### config.mk
export PLATFORM = sky130hd
export DESIGN_NAME = ast_transmitter
export DESIGN_NICKNAME = d
export VERILOG_FILES = /design/src/pkg/ast_pkg.sv /design/src/pkg/ast_stream_if.sv /design/src/ast_skid_buffer.sv /design/src/ast_transmitter.sv
export SDC_FILE = /design/constraint.sdc
export NUM_CORES = 1
export LEC_CHECK = 0
export BUFFER_PORTS_ARGS = -buffer_cell sky130_fd_sc_hd__buf_4
export CAP_MARGIN = 20
export CORE_MARGIN = 1.5
export CORE_UTILIZATION = 55
export CTS_CLUSTER_SIZE = 24
export DETAILED_ROUTE_END_ITERATION = 8
export GPL_TIMING_DRIVEN = 0
export PLACE_DENSITY = 0.83
export SLEW_MARGIN = 20
export SYNTH_ARGS = -nofsm -noshare
export SYNTH_HDL_FRONTEND = slang
export SYNTH_SLANG_ARGS = --single-unit
### constraint.sdc
create_clock -name clk -period 4.85 [get_ports clk]
set_clock_uncertainty 0.2 [all_clocks]
set_input_delay 0.2425 -clock clk [delete_from_list [all_inputs] [get_ports clk]]
set_output_delay 0.2425 -clock clk [all_outputs]
set_load 0.01 [all_outputs]
### src/pkg/ast_pkg.sv
package ast_pkg;
    // character format
    localparam int unsigned DATA_BITS_MAX   = 9;
    localparam int unsigned CHAR_W          = 8;
    // baud generator
    localparam int unsigned DIV_W           = 16;
    localparam logic [DIV_W-1:0] DIV_RESET  = 16'h0000;
    // control reset values
    localparam logic POL_INV_RESET          = 1'b0;
    localparam logic NINE_BIT_RESET         = 1'b0;
    // holding buffer depth
    localparam int unsigned BUF_DEPTH       = 2;
    // flag settle time after a buffer write, in instruction cycles
    localparam int unsigned FLAG_SETTLE_CYC = 2;
    // clock period in ns and instruction cycle in clocks
    localparam int unsigned CLK_PERIOD_NS   = 5;
    localparam int unsigned TCY_NS          = 5;
    localparam int unsigned TCY_CLKS        = (TCY_NS + CLK_PERIOD_NS - 1) / CLK_PERIOD_NS;

    typedef enum logic [1:0]
    {
        AST_IDLE  = 2'b00,
        AST_START = 2'b01,
        AST_DATA  = 2'b10,
        AST_STOP  = 2'b11
    } ast_state_t;
endpackage

### src/pkg/ast_stream_if.sv
interface ast_stream_if #(parameter int unsigned W = 9);
    logic         valid;
    logic         ready;
    logic [W-1:0] data;
    modport source (output valid, output data, input ready);
    modport sink   (input valid, input data, output ready);
endinterface

### src/ast_skid_buffer.sv
module ast_skid_buffer
    import ast_pkg::*;
#(
    parameter int unsigned W     = 9,
    parameter int unsigned DEPTH = BUF_DEPTH
)
(
    // clock and reset
    input  wire logic clk,
    input  wire logic arst_n,
    // synchronous flush
    input  wire logic flush,
    // stream ports
    ast_stream_if.sink   inp,
    ast_stream_if.source outp
);
    initial
    begin
        if (DEPTH != 2)
            $error("ast_skid_buffer supports DEPTH of 2 only");
    end

    typedef struct packed
    {
        logic [1:0][W-1:0] mem;
        logic [1:0]        count;
        logic              rdPtr;
        logic              wrPtr;
    } ast_buf_t;

    ast_buf_t st;
    ast_buf_t next_st;

    logic push;
    logic pop;

    assign inp.ready  = (st.count != 2'h2);
    assign outp.valid = (st.count != 2'h0);
    assign outp.data  = st.mem[st.rdPtr];
    assign push       = inp.valid && inp.ready;
    assign pop        = outp.valid && outp.ready;

    always_comb
    begin
        next_st = st;
        if (push)
        begin
            next_st.mem[st.wrPtr] = inp.data;
            next_st.wrPtr         = ~st.wrPtr;
        end
        if (pop)
            next_st.rdPtr = ~st.rdPtr;
        next_st.count = st.count + {1'b0, push} - {1'b0, pop};
        if (flush)
        begin
            next_st.count = 2'h0;
            next_st.rdPtr = 1'b0;
            next_st.wrPtr = 1'b0;
        end
    end

    always_ff @(posedge clk or negedge arst_n)
    begin
        if (!arst_n)
            st <= '0;
        else
            st <= next_st;
    end
endmodule

### src/ast_transmitter.sv
// Summary of operation
// - transmitter runs only with enable set, clocked mode clear, port enabled
// - an enabled port drives the transmit pin only while transmit enable is also set, regardless of direction setting
// - a disabled transmitter releases the pin for general use
// - NRZ: idle and stop are mark, start is space, one is mark
// - one start bit, eight or nine data bits, one stop bit
// - each bit lasts one full bit period
// - data leaves least significant bit first
// - bit period from shared 8/16-bit divider on the system clock
// - no hardware parity; software puts it in the ninth bit
// - a write moves straight into an empty shift register
// - a waiting character loads within one instruction cycle after stop
// - the start bit begins right after the load
// - polarity invert inverts idle and data levels; resets to zero
// - buffer-empty flag set when enabled and nothing waits in the buffer
// - buffer-empty flag correct by the second instruction cycle after a write
// - buffer-empty flag is read-only and follows buffer state, gated by the transmitter running
// - interrupt request needs both flag and interrupt enable
// - shift-register-empty set while idle, clear from load until fully sent
// - nine-bit select sends a ninth bit taken from the ninth-bit input
// - ninth bit is captured with the low byte on the buffer write
// - the ninth bit is carried through unchanged
module ast_transmitter
    import ast_pkg::*;
#(
    parameter int unsigned DW = DIV_W
)
(
    // clock and reset
    input  wire logic          clk,
    input  wire logic          arst_n,
    // port control
    input  wire logic          transmit_enable_bit,
    input  wire logic          clocked_mode_select,
    input  wire logic          serial_port_enable,
    input  wire logic          nine_bit_tx_select,
    input  wire logic          ninth_tx_bit,
    input  wire logic          tx_polarity_invert,
    input  wire logic          tx_interrupt_enable,
    // baud generator control
    input  wire logic [7:0]    baud_divisor_high,
    input  wire logic [7:0]    baud_divisor_low,
    input  wire logic          baud_high_speed_select,
    input  wire logic          baud_wide_counter_select,
    // holding buffer write
    input  wire logic          txWrite,
    input  wire logic [7:0]    txData,
    output logic               txWriteReady,
    // status
    output logic               tx_buffer_empty_flag,
    output logic               shift_register_empty,
    output logic               txIrq,
    // pin
    output logic               tx_pin_out,
    output logic               tx_pin_oe
);
    initial
    begin
        if (DW != 16)
            $error("ast_transmitter needs a 16-bit divider");
    end

    localparam int unsigned FW = DATA_BITS_MAX;
    localparam logic [3:0] BITS8 = 4'h8;
    localparam logic [3:0] BITS9 = 4'h9;

    typedef struct packed
    {
        ast_state_t     state;
        logic [FW-1:0]  shift;
        logic [3:0]     bitsLeft;
        logic           nine;
        logic           inv;
        logic [DW+3:0]  baudCnt;
        logic           line;
        logic           bufEmpty;
        logic           srEmpty;
        logic           irq;
        logic           oe;
    } ast_tx_t;

    ast_tx_t st;
    ast_tx_t next_st;

    logic active;
    logic tick;
    logic loadNow;
    logic [DW+3:0] divEnd;

    ast_stream_if #(.W(FW)) inBus ();
    ast_stream_if #(.W(FW)) outBus ();

    // divisor plus one times the prescale, minus one; wide enough for a full 16-bit divisor
    function automatic logic [DW+3:0] baud_period(input logic [DW-1:0] div,
                                                   input logic hs, input logic wide);
        logic [DW+3:0] n;
        n = {4'h0, div} + 20'h00001;
        case ({wide, hs})
            2'b00:   baud_period = (n << 6) - 20'h00001;
            2'b01,
            2'b10:   baud_period = (n << 4) - 20'h00001;
            default: baud_period = (n << 2) - 20'h00001;
        endcase
    endfunction

    assign active = transmit_enable_bit && !clocked_mode_select && serial_port_enable;
    assign divEnd = baud_period(baud_wide_counter_select ? {baud_divisor_high, baud_divisor_low}
                                                         : {8'h00, baud_divisor_low},
                                baud_high_speed_select, baud_wide_counter_select);

    // 9-bit capture keeps the ninth bit paired with its byte
    assign inBus.valid   = txWrite && active;
    assign inBus.data    = {ninth_tx_bit, txData};
    assign txWriteReady  = inBus.ready;
    assign loadNow       = outBus.valid && (st.state == AST_IDLE) && active;
    assign outBus.ready  = loadNow;
    assign tick          = (st.baudCnt == divEnd);

    ast_skid_buffer #(.W(FW), .DEPTH(BUF_DEPTH)) u_buf
    (
        .clk    (clk),
        .arst_n (arst_n),
        .flush  (!active),
        .inp    (inBus),
        .outp   (outBus)
    );

    always_comb
    begin
        next_st = st;
        next_st.baudCnt = tick ? '0 : st.baudCnt + 20'h00001;
        case (st.state)
            AST_IDLE:
            begin
                next_st.line = 1'b1;
                if (loadNow)
                begin
                    // settings sampled per character
                    next_st.shift    = outBus.data;
                    next_st.nine     = nine_bit_tx_select;
                    next_st.inv      = tx_polarity_invert;
                    next_st.bitsLeft = nine_bit_tx_select ? BITS9 : BITS8;
                    next_st.state    = AST_START;
                    next_st.line     = 1'b0;
                    next_st.baudCnt  = '0;
                end
            end
            AST_START:
            begin
                if (tick)
                begin
                    next_st.state = AST_DATA;
                    next_st.line  = st.shift[0];
                    next_st.shift = st.shift >> 1;
                    next_st.bitsLeft = st.bitsLeft - 4'h1;
                end
            end
            AST_DATA:
            begin
                if (tick)
                begin
                    if (st.bitsLeft == 4'h0)
                    begin
                        next_st.state = AST_STOP;
                        next_st.line  = 1'b1;
                    end
                    else
                    begin
                        next_st.line  = st.shift[0];
                        next_st.shift = st.shift >> 1;
                        next_st.bitsLeft = st.bitsLeft - 4'h1;
                    end
                end
            end
            AST_STOP:
            begin
                if (tick)
                    next_st.state = AST_IDLE;
            end
            default:
            begin
                next_st.state = AST_IDLE;
            end
        endcase
        if (!active)
        begin
            next_st.state   = AST_IDLE;
            next_st.line    = 1'b1;
            next_st.baudCnt = '0;
            next_st.inv     = tx_polarity_invert;
        end
        // no parity generator: ninth bit is whatever software wrote
        next_st.srEmpty = (next_st.state == AST_IDLE);
        // flag derives from the buffer's next occupancy gated by active, changing on the same edge as the buffer, well inside the settle time
        // a load from a full buffer still leaves one character waiting
        next_st.bufEmpty = active && !inBus.valid
                           && (!outBus.valid || (loadNow && inBus.ready));
        next_st.irq = next_st.bufEmpty && tx_interrupt_enable;
        next_st.oe  = serial_port_enable;
    end

    always_ff @(posedge clk or negedge arst_n)
    begin
        if (!arst_n)
        begin
            st          <= '0;
            st.state    <= AST_IDLE;
            st.line     <= 1'b1;
            st.srEmpty  <= 1'b1;
            st.inv      <= POL_INV_RESET;
            st.nine     <= NINE_BIT_RESET;
        end
        else
            st <= next_st;
    end

    assign tx_buffer_empty_flag = st.bufEmpty;
    assign shift_register_empty = st.srEmpty;
    assign txIrq                = st.irq;
    assign tx_pin_out           = st.line ^ st.inv;
    assign tx_pin_oe            = st.oe && transmit_enable_bit;
endmodule

==> flow_summary.json <==
{
  "async_reset_ff_frac": 1.00,
  "hold_depth": 3,
  "grt_max_degree": 64,
  "post_cts_buffers": 0,
  "ant_nets": 0,
  "max_cap_viol_count": 0,
  "final-hold-violation-count": 0,
  "synth.top_cell.area_share": 0.283,
  "period_share": 0.914,
  "setup_viol": 0,
  "first_global_vias": 4954,
  "initial_core_util": 0.575,
  "run_status": "completed",
  "end_kind": "flip-flop",
  "power_mw": 1.33,
  "timing.slew.headroom": 0.438,
  "ys.flop_type": "dfrtp_1",
  "dieWidth_um": 102,
  "ios": 42,
  "synth_compound_area_frac": 0.179,
  "rr_endpoint": "st[33]",
  "clk_pin_slew_worst_paths_ps": 70,
  "core_um2": 9370,
  "syn_nets": 658,
  "ys_types": 84,
  "min_period_ps": 4430,
  "synthCells": 609,
  "cts_tree": "yes",
  "synth_fa_ha_area_frac": 0.0302,
  "num_rows": 35,
  "synth_edf_count": 0,
  "crit_required_ps": 4880,
  "synth.cell_area_um2": 5390,
  "numCtsBuffers": 9,
  "leakagePower_nw": 2.50,
  "hp-class": "input port to flip-flop",
  "synth_area_per_cell_um2": 8.84,
  "crit_arrival_ps": 4460,
  "diodes": 0,
  "wirelength_mm": 14.0,
  "placed_area_um2": 5830,
  "drt_pass1_iterations": 5,
  "worst-r2r-cell-count": 13,
  "synth-xor-area-share": 0.0920,
  "yosys_warnings": 0,
  "rsz0062_at_grt": "false",
  "ys_seq_elements": 63,
  "pre_cts_slack_ps": -62.7,
  "crit_fanout": 10,
  "switching_share": 0.298,
  "io_buffers": 37,
  "layout_commonest_cell": "dfrtp_1",
  "holdPathEnd": "st[27]",
  "clock_path_buffers": 2,
  "clk_latency_ps": 350,
  "p_sw_mw": 0.396,
  "clockPowerShare": 0.352,
  "antenna_found_initial": 0,
  "fin_nets": 720,
  "drcViolationCount": 0,
  "worst_pin_slew_ps": 836,
  "synth_simple_gate_area_frac": 0.247,
  "grt_pass1_wl_mm": 23.5,
  "synth_area_leaders": "dfrtp_1 28%, mux2_2 6.3%, xnor2_1 5.5%",
  "wl_per_cell_um": 17.4,
  "drtIter0Drc": 359,
  "worstHoldStart": "nine_bit_tx_select",
  "worstPathCellList": "buf_4 -> ha_1 -> clkbuf_1 -> or3_1 -> a21oi_1 -> a21oi_1 -> o22a_1 -> or3_1 -> a2111oi_1 -> nand4_1 -> or4_1 -> nor4_2 -> o21a_1 -> buf_4 -> mux2_2",
  "p_comb_frac": 0.218,
  "num_vias": 4902,
  "path_class": "input port to flip-flop",
  "die_y_um": 102,
  "overflow": 0,
  "post-place-cells": 775,
  "ys_seq_area_frac": 0.293,
  "final_cell_area_um2": 6170,
  "crit_path_top_delay_cell": "a2111oi_1",
  "place_congestion": 0.939,
  "synth_mux_area_frac": 0.103,
  "track_usage": 0.283,
  "fin_hold_ws_ps": 2.66,
  "cts-htree-levels": 3,
  "crit-reg2reg-launch": "st[7]",
  "synth_top_family_by_area": "simple AND/OR/NAND/NOR gates",
  "clkSinkCount": 63,
  "finalMaxSlewViolations": 0,
  "fmax_mhz": 226,
  "instances_no_fill": 805,
  "internal-power_mw": 0.934,
  "hpwl_mm": 10.0,
  "fin_ws_ps": 417,
  "dieArea_um2": 10400,
  "power_density_nw_per_um2": 215,
  "reg2reg_setup_slack_ps": 490,
  "ctsRootBufferMaster": "clkbuf_8",
  "syn_to_final_growth_pct": 14.6,
  "synth_top_area_cell": "dfrtp_1",
  "cp-start-kind": "input port",
  "most-common-layout-cells": "61 x dfrtp_1, 60 x nor2_1, 49 x nand2_1",
  "pwr-share-seq": 0.429,
  "vias_per_cell": 6.09,
  "max-vdd-ir-drop_mv": 0.232,
  "max_stage_delay_ps": 540,
  "drive_gt1_frac": 0.197
}
## critical path, delay by kind of cell
| kind | cells | cell delay [ps] |
|---|---|---|
| buf+inv | 3 | 590 |
| compound gates | 5 | 1270 |
| simple gates | 5 | 1670 |
| fa+ha+maj | 1 | 330 |
| mux | 1 | 360 |
## synthesized netlist by cell type, types with 4 or more instances
cell and count:
a21o_1 4, and4_1 8, a21oi_1 10, clkbuf_1 15
mux2_1 4, or4_1 5, nand3_1 32, ha_1 13
buf_6 4, xor2_1 20, dfrtp_1 61, nand2b_1 6
mux2_2 30, nor4_1 9, a211oi_1 7, buf_2 8
o21ai_0 21, a31oi_1 6, o2bb2ai_1 9, and3_1 9
and2_1 11, mux2i_1 17, o211ai_1 5, inv_1 21
nor3_1 11, or3_1 7, nor2_1 60, nand4_1 12
nand2_1 49, buf_4 9, xnor2_1 34, o2111ai_1 4
nor2b_1 7
## through the flow
step           setup TNS, ps   util
2_1_floorplan              0      -
3_3_place_gp               0  0.622
3_5_place_dp            -307  0.622
4_1_cts                    0  0.658
5_1_grt                    0  0.659
6_report                   0  0.659
## routing by layer
metal,part of all wire,track usage,vias to the layer above
li1,-,-,2356
met1,0.45,0.385,2319
met2,0.46,0.451,190
met3,0.064,0.0492,37
met4,0.027,0.111,0
met5,0,0,-
## cell type report
cell class | instances | area [um^2]
multi-input combinational | 486 | 3520
clock inverter | 5 | 56.3
buffer | 38 | 216
fill | 795 | 3200
inverter | 22 | 82.6
tap | 129 | 161
timing repair buffer | 51 | 418
clock buffer | 11 | 141
sequential | 63 | 1580
## kinds of logic after synthesis
logic type                 after synthesis
and+or+nand+nor                        247
xor gates and xnor gates                55
adders and majority gates               13
buffers and inverters                   60
DFF                                     63
AOI/OAI and AO/OA                      120
muxes                                   51
## worst max path at each step
stage / from / to / slack (ps) / cells after the start
detailed placement: baud_divisor_low[1] / st[33] / -60 / 15
finish: baud_divisor_low[0] / st[33] / 420 / 15
CTS: baud_divisor_low[1] / st[33] / 290 / 15
global route: baud_wide_counter_select / st[33] / 200 / 18
floorplan: baud_divisor_low[0] / st[33] / 740 / 14
global placement: baud_divisor_low[1] / st[35] / 20 / 15
## sequential cells by signal, indices dropped and copies added, names as in the netlist
register,flops
tx_buffer_empty_flag,1
txIrq,1
u_buf.st,22
shift_register_empty,1
st,38
## power groups by stage
stage          sequential [mW]  combinational, mW  clock (mW)
6_report                 0.571              0.290       0.468
5_1_grt                  0.573              0.317       0.487
4_1_cts                  0.570              0.285       0.470
3_5_place_dp             0.580              0.273           0
3_3_place_gp             0.577              0.265           0
2_1_floorplan            0.575              0.191           0
## repair_timing
action	CTS	global route
resized for setup	0	1
endpoints found under the hold margin	83	0
endpoints found under the setup margin	0	2
hold buffers	14	0
Note: power is estimated with default switching activity, not from simulation.
